**config.mk**
```make
export PLATFORM = sky130hd
export DESIGN_NAME = lift_seq
export DESIGN_NICKNAME = d
export VERILOG_FILES = /design/src/pkg/lift_seq_pkg.sv /design/src/tick_timer.sv /design/src/lift_seq.sv
export SDC_FILE = /design/constraint.sdc
export NUM_CORES = 1
export LEC_CHECK = 0
export BUFFER_PORTS_ARGS = -buffer_cell sky130_fd_sc_hd__buf_4
export CELL_PAD_IN_SITES_DETAIL_PLACEMENT = 1
export CELL_PAD_IN_SITES_GLOBAL_PLACEMENT = 2
export CORE_MARGIN = 3
export CORE_UTILIZATION = 39
export DETAILED_ROUTE_END_ITERATION = 16
export MAX_ROUTING_LAYER = met4
export PLACE_DENSITY = 0.83
export SLEW_MARGIN = 20
export SYNTH_ARGS = -nofsm -noshare
export SYNTH_HDL_FRONTEND = slang
export SYNTH_HIERARCHICAL = 1
export SYNTH_SLANG_ARGS = --single-unit
```
**constraint.sdc**
```tcl
create_clock -name clk_i -period 13.4 [get_ports clk_i]
set_input_delay 2.68 -clock clk_i [delete_from_list [all_inputs] [get_ports clk_i]]
set_output_delay 2.68 -clock clk_i [all_outputs]
set_load 0.03 [all_outputs]
```
**src/pkg/lift_seq_pkg.sv**
```systemverilog
/*
  constants, register map and carrier types of the lift sequencer.
  assumes a 10 MHz clock and a 32-bit classic wishbone master.
*/
// How it works
// - run rising edge closes contactor if no coast, trip, decel, and enable high.
// - with run high, coast release, trip reset or enable rise close it.
// - gate off, run drop, coast, trip, enable drop, decel: open after release delay.
// - no trigger means the contactor drive keeps its level.
// - conflicting triggers: the later one wins.
// - coast-stop and enable are active high.
// - forced-decel state lasts until command high with run and gate off.
// - input function 103 confirm differing from contactor drive trips.
// - mismatch is ignored for the check window after each drive change.
// - window keeps running past gate on when longer than startup delay.
// - gate turning on with confirm still off trips.
// - output function 78 carries door-open.
// - ref speed falling below door speed starts delay, then door-open period.
// - door delay 0.0 to 10.0 s in 0.1 s steps.
// - door period 0.1 to 30.0 s.
// - door sequence armed only by speed above door speed with door-open off.
// - battery operation uses the same door sequence.
// - door speed zero disables door-open.
// - speed in error domain for the whole detection time is an encoder error.
// - no encoder error detection in torque control.
// - mode 0 keeps running and raises function 76 fault flag.
// - modes 1 and 2 stop with a speed deviation alarm.
// - broken wiring not detected within plus or minus 0.1 Hz.
// - gate turns on only after startup delay from contactor on.
// - output function 12 carries contactor drive.
package lift_seq_pkg;
  // ******************
  // timing
  // ******************
  localparam int CLK_NS = 100;
  localparam int TICK_NS = 10_000_000;
  localparam int TICK_CYC = TICK_NS / CLK_NS;
  // ******************
  // register map
  // ******************
  localparam logic [7:0] A_WINDOW = 8'h00;
  localparam logic [7:0] A_STARTUP = 8'h04;
  localparam logic [7:0] A_RELEASE = 8'h08;
  localparam logic [7:0] A_DSPEED = 8'h0c;
  localparam logic [7:0] A_DDELAY = 8'h10;
  localparam logic [7:0] A_DPERIOD = 8'h14;
  localparam logic [7:0] A_ENCCFG = 8'h18;
  localparam logic [7:0] A_ENCTIME = 8'h1c;
  localparam logic [7:0] A_FUNC = 8'h20;
  localparam logic [7:0] A_STATUS = 8'h24;
  localparam int MODE_LSB = 0;
  localparam int LEVEL_LSB = 8;
  localparam int OUT0_LSB = 0;
  localparam int OUT1_LSB = 8;
  localparam int IN0_LSB = 16;
  // ******************
  // setting limits, hundredths or tenths of a second
  // ******************
  localparam logic [15:0] TIME_MAX = 16'h03e8;
  localparam logic [15:0] DDELAY_MAX = 16'h0064;
  localparam logic [15:0] DPERIOD_MIN = 16'h0001;
  localparam logic [15:0] DPERIOD_MAX = 16'h012c;
  localparam logic [15:0] ETIME_MAX = 16'h0064;
  localparam logic [7:0] LEVEL_MAX = 8'h32;
  localparam logic [15:0] TENTHS = 16'h000a;
  localparam logic [23:0] PERCENT = 24'h000064;
  localparam logic [15:0] ZERO_FREQ = 16'h000a;
  // ******************
  // terminal functions and reset values
  // ******************
  localparam logic [7:0] F_CONTACTOR = 8'h0c;
  localparam logic [7:0] F_ENC_FLAG = 8'h4c;
  localparam logic [7:0] F_DOOR = 8'h4e;
  localparam logic [7:0] F_CONFIRM = 8'h67;
  localparam logic [15:0] RST_TIME = 16'h0000;
  localparam logic [15:0] RST_DPERIOD = 16'h000a;
  localparam logic [1:0] M_FLAG = 2'b00;
  localparam logic [1:0] M_STOP6 = 2'b01;
  // ******************
  // types
  // ******************
  typedef enum logic [1:0] {
    D_IDLE = 2'b00,
    D_ARMED = 2'b01,
    D_DELAY = 2'b10,
    D_OPEN = 2'b11
  } door_st_t;
  typedef struct packed {
    logic run;
    logic coast_stop_cmd;
    logic enable;
    logic forced_decel_cmd;
    logic trip_ext;
    logic trip_reset;
    logic below_stop;
    logic torque_mode;
  } cmd_t;
  typedef struct packed {
    logic signed [15:0] ref_speed;
    logic signed [15:0] det_speed;
    logic signed [15:0] out_freq;
  } speed_t;
endpackage : lift_seq_pkg

```
**src/tick_timer.sv**
```systemverilog
/*
  one countdown timer in ticks of the shared timebase.
  assumes tick_i is a one-cycle pulse from the parent.
*/
module tick_timer
(
  // clock and reset
  input wire logic clk_i,
  input wire logic rst_i,
  // control
  input wire logic load_i,
  input wire logic tick_i,
  input wire logic [15:0] count_i,
  // state
  output logic busy_o
);
  logic [15:0] remain;

  always_ff @(posedge clk_i)
  begin
    if (rst_i)
      remain <= '0;
    else if (load_i)
      remain <= count_i;
    else if (tick_i && remain != '0)
      remain <= remain - 16'h0001;
  end

  assign busy_o = remain != '0;
endmodule : tick_timer

```
**src/lift_seq.sv**
```systemverilog
/*
  contactor, gate, door-open and encoder fault sequencing.
  assumes synchronous controller inputs and a classic wishbone master.
*/
// Register access over Wishbone and the register addresses were chosen for this implementation.
module lift_seq
#(
  parameter int TICK_CYCLES = lift_seq_pkg::TICK_CYC
)
(
  // clock and reset
  input wire logic clk_i,
  input wire logic rst_i,
  // wishbone slave
  input wire logic wb_cyc_i,
  input wire logic wb_stb_i,
  input wire logic wb_we_i,
  input wire logic [7:0] wb_adr_i,
  input wire logic [3:0] wb_sel_i,
  input wire logic [31:0] wb_dat_i,
  output logic [31:0] wb_dat_o,
  output logic wb_ack_o,
  // elevator controller
  input wire lift_seq_pkg::cmd_t cmd_i,
  input wire lift_seq_pkg::speed_t spd_i,
  input wire logic term_in_i,
  // drive and terminals
  output logic gate_o,
  output logic trip_o,
  output logic [1:0] term_out_o
);
  // ******************
  // settings
  // ******************
  logic [15:0] window;
  logic [15:0] startup;
  logic [15:0] release_dly;
  logic [15:0] door_speed;
  logic [15:0] door_delay;
  logic [15:0] door_period;
  logic [1:0] enc_mode;
  logic [7:0] enc_level;
  logic [15:0] enc_time;
  logic [23:0] func;
  logic [16:0] tick_cnt;
  logic tick;
  logic req;
  logic [31:0] wdat;
  logic [31:0] rdat;

  // ******************
  // shared timebase
  // ******************
  always_ff @(posedge clk_i)
  begin
    if (rst_i || tick)
      tick_cnt <= '0;
    else
      tick_cnt <= tick_cnt + 17'h00001;
  end

  assign tick = tick_cnt == 17'(TICK_CYCLES - 1);

  // ******************
  // wishbone registers
  // ******************
  assign req = wb_cyc_i && wb_stb_i && !wb_ack_o;

  always_comb
  begin
    wdat = rdat;
    for (int b = 0; b < 4; b++)
    begin
      if (wb_sel_i[b])
        wdat[b*8 +: 8] = wb_dat_i[b*8 +: 8];
    end
  end

  always_ff @(posedge clk_i)
  begin
    if (rst_i)
    begin
      window <= lift_seq_pkg::RST_TIME;
      startup <= lift_seq_pkg::RST_TIME;
      release_dly <= lift_seq_pkg::RST_TIME;
      door_speed <= lift_seq_pkg::RST_TIME;
      door_delay <= lift_seq_pkg::RST_TIME;
      door_period <= lift_seq_pkg::RST_DPERIOD;
      enc_mode <= lift_seq_pkg::M_FLAG;
      enc_level <= '0;
      enc_time <= lift_seq_pkg::RST_TIME;
      func <= {lift_seq_pkg::F_CONFIRM, lift_seq_pkg::F_DOOR,
               lift_seq_pkg::F_CONTACTOR};
    end
    else if (req && wb_we_i)
    begin
      unique case (wb_adr_i)
        lift_seq_pkg::A_WINDOW:
          window <= (wdat[15:0] > lift_seq_pkg::TIME_MAX) ? lift_seq_pkg::TIME_MAX : wdat[15:0];
        lift_seq_pkg::A_STARTUP:
          startup <= (wdat[15:0] > lift_seq_pkg::TIME_MAX) ? lift_seq_pkg::TIME_MAX : wdat[15:0];
        lift_seq_pkg::A_RELEASE:
          release_dly <= (wdat[15:0] > lift_seq_pkg::TIME_MAX) ? lift_seq_pkg::TIME_MAX : wdat[15:0];
        lift_seq_pkg::A_DSPEED:
          door_speed <= wdat[15:0];
        lift_seq_pkg::A_DDELAY:
          door_delay <= (wdat[15:0] > lift_seq_pkg::DDELAY_MAX) ? lift_seq_pkg::DDELAY_MAX : wdat[15:0];
        lift_seq_pkg::A_DPERIOD:
          door_period <= (wdat[15:0] > lift_seq_pkg::DPERIOD_MAX) ? lift_seq_pkg::DPERIOD_MAX :
                         (wdat[15:0] < lift_seq_pkg::DPERIOD_MIN) ? lift_seq_pkg::DPERIOD_MIN : wdat[15:0];
        lift_seq_pkg::A_ENCCFG:
        begin
          enc_mode <= wdat[lift_seq_pkg::MODE_LSB +: 2];
          enc_level <= (wdat[lift_seq_pkg::LEVEL_LSB +: 8] > lift_seq_pkg::LEVEL_MAX) ?
                       lift_seq_pkg::LEVEL_MAX : wdat[lift_seq_pkg::LEVEL_LSB +: 8];
        end
        lift_seq_pkg::A_ENCTIME:
          enc_time <= (wdat[15:0] > lift_seq_pkg::ETIME_MAX) ? lift_seq_pkg::ETIME_MAX : wdat[15:0];
        lift_seq_pkg::A_FUNC:
          func <= wdat[23:0];
        default:
          ;
      endcase
    end
  end

  // ******************
  // contactor and gate
  // ******************
  logic contactor;
  logic pending;
  logic run_q;
  logic coast_q;
  logic enable_q;
  logic trip_q;
  logic fdc_q;
  logic gate_q;
  logic fd_state;
  logic trip_mis;
  logic trip_enc;
  logic trip_any;
  logic on_trig;
  logic off_trig;
  logic set_c;
  logic clr_c;
  logic start_busy;
  logic rel_busy;
  logic win_busy;
  logic confirm_used;

  assign trip_any = cmd_i.trip_ext || trip_mis || trip_enc;
  assign confirm_used = func[lift_seq_pkg::IN0_LSB +: 8] == lift_seq_pkg::F_CONFIRM;

  always_ff @(posedge clk_i)
  begin
    if (rst_i)
    begin
      run_q <= 1'b0;
      coast_q <= 1'b0;
      enable_q <= 1'b0;
      trip_q <= 1'b0;
      fdc_q <= 1'b0;
      gate_q <= 1'b0;
    end
    else
    begin
      run_q <= cmd_i.run;
      coast_q <= cmd_i.coast_stop_cmd;
      enable_q <= cmd_i.enable;
      trip_q <= trip_any;
      fdc_q <= cmd_i.forced_decel_cmd;
      gate_q <= gate_o;
    end
  end

  // coast-stop and enable read straight, high means active
  assign on_trig = (cmd_i.run && !run_q && !cmd_i.coast_stop_cmd && !trip_any && cmd_i.enable && !fd_state)
                || (cmd_i.run && ((!cmd_i.coast_stop_cmd && coast_q) || (!trip_any && trip_q)
                || (cmd_i.enable && !enable_q)));

  assign off_trig = contactor && ((!gate_o && gate_q) || (!cmd_i.run && run_q && !gate_o)
                 || (cmd_i.coast_stop_cmd && !coast_q) || (trip_any && !trip_q)
                 || (!cmd_i.enable && enable_q)
                 || (cmd_i.forced_decel_cmd && !fdc_q && cmd_i.below_stop));

  assign set_c = on_trig && !off_trig && !contactor;
  assign clr_c = !off_trig && !on_trig && pending && !rel_busy;

  always_ff @(posedge clk_i)
  begin
    if (rst_i)
    begin
      contactor <= 1'b0;
      pending <= 1'b0;
    end
    else if (off_trig)
      pending <= 1'b1;
    else if (on_trig)
    begin
      contactor <= 1'b1;
      pending <= 1'b0;
    end
    else if (clr_c)
    begin
      contactor <= 1'b0;
      pending <= 1'b0;
    end
  end

  always_ff @(posedge clk_i)
  begin
    if (rst_i)
      fd_state <= 1'b0;
    else if (cmd_i.forced_decel_cmd && !fdc_q)
      fd_state <= 1'b1;
    else if (cmd_i.forced_decel_cmd && !cmd_i.run && !gate_o)
      fd_state <= 1'b0;
  end

  always_ff @(posedge clk_i)
  begin
    if (rst_i)
      gate_o <= 1'b0;
    else
      gate_o <= contactor && !pending && !start_busy && cmd_i.run && !trip_any
             && !cmd_i.coast_stop_cmd && cmd_i.enable;
  end

  tick_timer u_start
  (
    .clk_i(clk_i),
    .rst_i(rst_i),
    .load_i(set_c),
    .tick_i(tick),
    .count_i(startup),
    .busy_o(start_busy)
  );

  tick_timer u_release
  (
    .clk_i(clk_i),
    .rst_i(rst_i),
    .load_i(off_trig),
    .tick_i(tick),
    .count_i(release_dly),
    .busy_o(rel_busy)
  );

  // window runs on its own, independent of the gate
  tick_timer u_window
  (
    .clk_i(clk_i),
    .rst_i(rst_i),
    .load_i(set_c || clr_c),
    .tick_i(tick),
    .count_i(window),
    .busy_o(win_busy)
  );

  always_ff @(posedge clk_i)
  begin
    if (rst_i)
      trip_mis <= 1'b0;
    else if (confirm_used && term_in_i != contactor && !win_busy && !set_c && !clr_c)
      trip_mis <= 1'b1;
    else if (confirm_used && gate_o && !gate_q && !term_in_i)
      trip_mis <= 1'b1;
    else if (cmd_i.trip_reset)
      trip_mis <= 1'b0;
  end

  // ******************
  // door-open
  // ******************
  lift_seq_pkg::door_st_t door_st;
  lift_seq_pkg::door_st_t next_door;
  logic [15:0] ref_mag;
  logic door_busy;
  logic door_load;
  logic [15:0] door_cnt;

  assign ref_mag = spd_i.ref_speed[15] ? 16'(-spd_i.ref_speed) : spd_i.ref_speed;

  always_comb
  begin
    next_door = door_st;
    door_load = 1'b0;
    door_cnt = 16'(door_delay * lift_seq_pkg::TENTHS);
    unique case (door_st)
      lift_seq_pkg::D_IDLE:
        if (ref_mag > door_speed)
          next_door = lift_seq_pkg::D_ARMED;
      lift_seq_pkg::D_ARMED:
        if (ref_mag < door_speed)
        begin
          next_door = lift_seq_pkg::D_DELAY;
          door_load = 1'b1;
        end
      lift_seq_pkg::D_DELAY:
        if (!door_busy)
        begin
          next_door = lift_seq_pkg::D_OPEN;
          door_load = 1'b1;
          door_cnt = 16'(door_period * lift_seq_pkg::TENTHS);
        end
      lift_seq_pkg::D_OPEN:
        if (!door_busy)
          next_door = lift_seq_pkg::D_IDLE;
    endcase
    if (door_speed == '0)
      next_door = lift_seq_pkg::D_IDLE;
  end

  // battery runs pass through the same path
  always_ff @(posedge clk_i)
  begin
    if (rst_i)
      door_st <= lift_seq_pkg::D_IDLE;
    else
      door_st <= next_door;
  end

  tick_timer u_door
  (
    .clk_i(clk_i),
    .rst_i(rst_i),
    .load_i(door_load),
    .tick_i(tick),
    .count_i(door_cnt),
    .busy_o(door_busy)
  );

  // ******************
  // encoder fault
  // ******************
  logic [15:0] det_mag;
  logic [15:0] frq_mag;
  logic [23:0] tol;
  logic rev;
  logic over;
  logic under;
  logic broken;
  logic in_dom;
  logic enc_busy;
  logic enc_flag;

  assign det_mag = spd_i.det_speed[15] ? 16'(-spd_i.det_speed) : spd_i.det_speed;
  assign frq_mag = spd_i.out_freq[15] ? 16'(-spd_i.out_freq) : spd_i.out_freq;
  assign tol = 24'(enc_level) * 24'(ref_mag);
  assign rev = det_mag != '0 && ref_mag != '0 && spd_i.det_speed[15] != spd_i.ref_speed[15];
  assign over = det_mag > ref_mag && 24'((det_mag - ref_mag) * lift_seq_pkg::PERCENT) > tol;
  assign under = ref_mag > det_mag && 24'((ref_mag - det_mag) * lift_seq_pkg::PERCENT) > tol;
  assign broken = det_mag == '0 && ref_mag != '0 && frq_mag > lift_seq_pkg::ZERO_FREQ;
  assign in_dom = !cmd_i.torque_mode && (rev || over || broken
               || (under && det_mag != '0 && enc_mode != lift_seq_pkg::M_STOP6));

  tick_timer u_enc
  (
    .clk_i(clk_i),
    .rst_i(rst_i),
    .load_i(!in_dom),
    .tick_i(tick),
    .count_i(16'(enc_time * lift_seq_pkg::TENTHS)),
    .busy_o(enc_busy)
  );

  always_ff @(posedge clk_i)
  begin
    if (rst_i)
    begin
      enc_flag <= 1'b0;
      trip_enc <= 1'b0;
    end
    else
    begin
      enc_flag <= in_dom && !enc_busy && enc_mode == lift_seq_pkg::M_FLAG;
      if (in_dom && !enc_busy && enc_mode != lift_seq_pkg::M_FLAG)
        trip_enc <= 1'b1;
      else if (cmd_i.trip_reset)
        trip_enc <= 1'b0;
    end
  end

  // ******************
  // outputs and read back
  // ******************
  always_comb
  begin
    unique case (wb_adr_i)
      lift_seq_pkg::A_WINDOW: rdat = {16'h0000, window};
      lift_seq_pkg::A_STARTUP: rdat = {16'h0000, startup};
      lift_seq_pkg::A_RELEASE: rdat = {16'h0000, release_dly};
      lift_seq_pkg::A_DSPEED: rdat = {16'h0000, door_speed};
      lift_seq_pkg::A_DDELAY: rdat = {16'h0000, door_delay};
      lift_seq_pkg::A_DPERIOD: rdat = {16'h0000, door_period};
      lift_seq_pkg::A_ENCCFG: rdat = {16'h0000, enc_level, 6'h00, enc_mode};
      lift_seq_pkg::A_ENCTIME: rdat = {16'h0000, enc_time};
      lift_seq_pkg::A_FUNC: rdat = {8'h00, func};
      lift_seq_pkg::A_STATUS: rdat = {22'h0, door_st, enc_flag, trip_enc, trip_mis,
                                      fd_state, pending, gate_o, contactor, term_in_i};
      default: rdat = 32'h00000000;
    endcase
  end

  always_ff @(posedge clk_i)
  begin
    if (rst_i)
    begin
      wb_ack_o <= 1'b0;
      wb_dat_o <= '0;
    end
    else
    begin
      wb_ack_o <= req;
      if (req && !wb_we_i)
        wb_dat_o <= rdat;
    end
  end

  always_ff @(posedge clk_i)
  begin
    if (rst_i)
    begin
      trip_o <= 1'b0;
      term_out_o <= '0;
    end
    else
    begin
      trip_o <= trip_mis || trip_enc;
      for (int i = 0; i < 2; i++)
      begin
        unique case (func[i*8 +: 8])
          lift_seq_pkg::F_CONTACTOR: term_out_o[i] <= contactor;
          lift_seq_pkg::F_DOOR: term_out_o[i] <= door_st == lift_seq_pkg::D_OPEN;
          lift_seq_pkg::F_ENC_FLAG: term_out_o[i] <= enc_flag;
          default: term_out_o[i] <= 1'b0;
        endcase
      end
    end
  end

  // ******************
  // checks
  // ******************
  contactor_on_a:
  assert property (@(posedge clk_i) disable iff (rst_i)
    (cmd_i.run && !run_q && !cmd_i.coast_stop_cmd && !trip_any && cmd_i.enable && !fd_state && !off_trig)
    |=> contactor && !pending)
    else $error("contactor not closed on run");
  release_wait_a:
  assert property (@(posedge clk_i) disable iff (rst_i)
    $fell(contactor) |-> $past(pending) && $past(!rel_busy))
    else $error("contactor opened before release delay");
  contactor_hold_a:
  assert property (@(posedge clk_i) disable iff (rst_i)
    (!on_trig && !off_trig && !pending) |=> $stable(contactor))
    else $error("contactor changed without cause");
  gate_start_a:
  assert property (@(posedge clk_i) disable iff (rst_i)
    $rose(gate_o) |-> $past(contactor) && $past(!start_busy))
    else $error("gate on before startup delay");
  mismatch_trip_a:
  assert property (@(posedge clk_i) disable iff (rst_i)
    (confirm_used && term_in_i != contactor && !win_busy && !set_c && !clr_c) |=> trip_mis ##1 trip_o)
    else $error("mismatch did not trip");
  gate_confirm_a:
  assert property (@(posedge clk_i) disable iff (rst_i)
    (confirm_used && gate_o && !gate_q && !term_in_i) |=> trip_mis)
    else $error("gate on with contactor open did not trip");
  fd_keep_a:
  assert property (@(posedge clk_i) disable iff (rst_i)
    (fd_state && !cmd_i.forced_decel_cmd) |=> fd_state)
    else $error("forced decel state lost");
  door_zero_a:
  assert property (@(posedge clk_i) disable iff (rst_i)
    (door_speed == '0) |=> door_st == lift_seq_pkg::D_IDLE ##1 !term_out_o[1] || func[15:8] != lift_seq_pkg::F_DOOR)
    else $error("door-open active with zero door speed");
  torque_skip_a:
  assert property (@(posedge clk_i) disable iff (rst_i)
    cmd_i.torque_mode [*2] |=> !enc_flag)
    else $error("encoder check ran in torque control");
endmodule : lift_seq

```
==> metrics.yaml <==
die_y_um: 275
port_buffers: 125
hold_viol_final: 0
cts_tree: "built"
synth_seq_cells: 286
cpPeakStageDelay_ns: 0.50
powerDensity_mw_per_mm2: 205
initial_core_util_pct: 39.5
finClkSkew_ns: 0.0151
grt_pass1_wl_um: 158000
regToRegStartpoint: "enc_level[7]"
synthArstFlopShare_pct: 0
rsz0062_at_grt: "false"
startpoint_type: "input pin"
outcome: "finished, final reports clean"
synth_top_cells_by_count: "inv_1, nor2_1, ha_1, dfxtp_1, a21oi_1"
worstSetupEndpointType: "flop"
r2r_end: "u_enc/remain[10]"
grt_usage_pct: 27.3
cts.sinks: 286
cts_buffer_depth: 3
hpwl_um: 81800
stdcell_count: 4473
wl_um: 102000
clk_pin_slew_ns: 0.07
wl_per_cell_um: 22.8
maxCapViolCount: 0
crit_slowest_cell: "fa_1"
synthCells: 3427
path_class: "input pin to flop"
syn_area_mm2: 0.0283
cts_buffers: 30
vias: 25800
ys_types: 100
ys_warn_count: 6
synthTopCellsByArea: "dfxtp_1, ha_1, fa_1"
cp_max_fo: 16
cts-root-buf: "clkbuf_16"
core_area_mm2: 0.0716
min_to: "tick_cnt[0]"
yosysSeqAreaShare_pct: 20.2
drtPass1Iterations: 5
pin_count: 143
required_ns: 13.83
cts_hold_buf: 0
synth_enable_flop_cells: 0
holdPathStages: 1
tightest_slew_ns: 1.17
fin_setup_tns_ns: 0
drv_slew: 0
drive_gt1_share_pct: 10.3
grt_max_degree: 119
gp_congestion: 0.998
p_leak_uw: 0.0134
maxSlewHeadroom_pct: 22.2
htreeDepth: 1
post_cts_resized: 0
area_growth_pct: 10.7
via_per_inst: 5.76
grt.overflow.total: 0
rows: 98
hold_class: "flop to flop"
reg2reg_setup_slack_ns: 4.23
irDropWorstVdd_mv: 0.292
synth_most_common_cell: "inv_1"
synthDominantCellAreaShare_pct: 20.2
drtAntennaViolNets: 0
nNetsFinal: 4022
cts_setup_buffers: 0
synth_area_per_cell_um2: 8.25
grt_pass1_vias: 27200
cp_data_arrival_time_ns: 12.33
power_uw: 6410
final.min_clock_period_ns: 11.90
reg_top3: "func: 24 flops, wb_dat_o: 24 flops, tick_cnt: 17 flops"
first_iter_violations: 1339
r2r_cells: 34
die_w_um: 275
antenna_found_initial: 3
worst_skew_pair.late_latency_ns: 0.59
hp-start: "tick_cnt[0]"
die-area_mm2: 0.0758
period_share_pct: 88.8
drc: 0
max_freq_mhz: 84.1
setup_violations: 0
synth.largest_area_cell: "dfxtp_1"
place_inst: 4414
synth_ff_type: "dfxtp_1"
[through the flow]
step / worst slack [ns] / instance area (um^2) / hold WS (ns) / util, %
floorplan: 2.32 / 28300 / 0.418 / -
global placement: 0.964 / 30200 / 0.426 / 42.2
detailed placement: 0.601 / 30200 / 0.458 / 42.2
CTS: 1.21 / 31300 / 0.473 / 43.7
global route: 0.942 / 31300 / 0.497 / 43.7
finish: 1.50 / 31300 / 0.471 / 43.7
[critical path: cells and delay by family]
kind	cells	cell delay (ns)
adder cells (fa/ha/maj)	8	2.69
AND/OR/NAND/NOR	9	2.33
XOR/XNOR	2	0.56
multiplexers	1	0.32
AO/OA/AOI/OAI	13	2.41
buffers and inverters	9	1.28
[routing by layer]
layer  vias up  GRT usage, %  routed length (um)
met5         -             -                   0
met4         0          9.41                4050
li1      12200             -                   -
met1     12900          32.8               43700
met3       180          2.11                3310
met2       479          47.9               50900
[where the power goes]
| group | leakage, uW | internal [uW] | switching (uW) |
|---|---|---|---|
| Sequential | 0.00231 | 876 | 38.6 |
| Clock | 0.000521 | 552 | 373 |
| Combinational | 0.0106 | 1970 | 2600 |
| Total | 0.0134 | 3400 | 3020 |
[worst max path at each step]
stage | startpoint | end | slack (ns) | cells after the start
5_1_grt | spd_i[16] | u_enc/remain[10] | 0.94 | 42
3_3_place_gp | spd_i[32] | u_enc/remain[0] | 0.96 | 41
4_1_cts | spd_i[32] | u_enc/remain[0] | 1.21 | 41
2_1_floorplan | spd_i[32] | u_enc/remain[10] | 2.32 | 40
3_5_place_dp | spd_i[32] | u_enc/remain[0] | 0.60 | 41
6_report | spd_i[16] | u_enc/remain[10] | 1.50 | 42
[placed cells by master, fill, tap and decap left out, types with 20 or more instances in the layout]
cell,synthesis,routed
nand2_1,185,185
mux2_2,20,20
nor3_1,81,77
buf_4,8,176
a211oi_1,40,40
nand4_1,51,51
xor2_1,75,75
fa_1,121,121
nand2b_1,26,26
nand3_1,80,80
a311oi_1,33,33
o21bai_1,32,32
o21a_1,22,22
nor2b_1,79,79
dfxtp_1,286,286
a31oi_1,24,24
or3_1,42,42
nor4_1,28,27
ha_1,298,298
inv_1,346,346
clkbuf_16,0,30
and2_1,124,124
xnor2_1,123,122
a22oi_1,27,27
a21o_1,36,36
nor2_1,344,344
a21oi_1,195,195
mux2i_1,60,60
o21ai_0,83,83
o22ai_1,38,38
a211o_1,22,22
and3_1,38,38
[area by class of cell]
type	instances	area (um^2)
sequential	286	5730
inverter	349	1310
timing repair buffer	178	1360
antenna	2	5.00
clock buffer	43	840
multi-input combinational	2652	20600
tap	950	1190
clock inverter	13	233
fill	8665	40300
[cell families after synthesis]
logic type	Yosys count	synth area share, %
xor+xnor	203	6.42
flops	286	20.2
mux	83	3.16
compound gates	724	18.0
other cells	1	0.0133
buf+inv	498	7.00
fa+ha+maj	427	22.0
simple gates	1205	23.1
No activity file was read; power rests on OpenSTA's default activity.
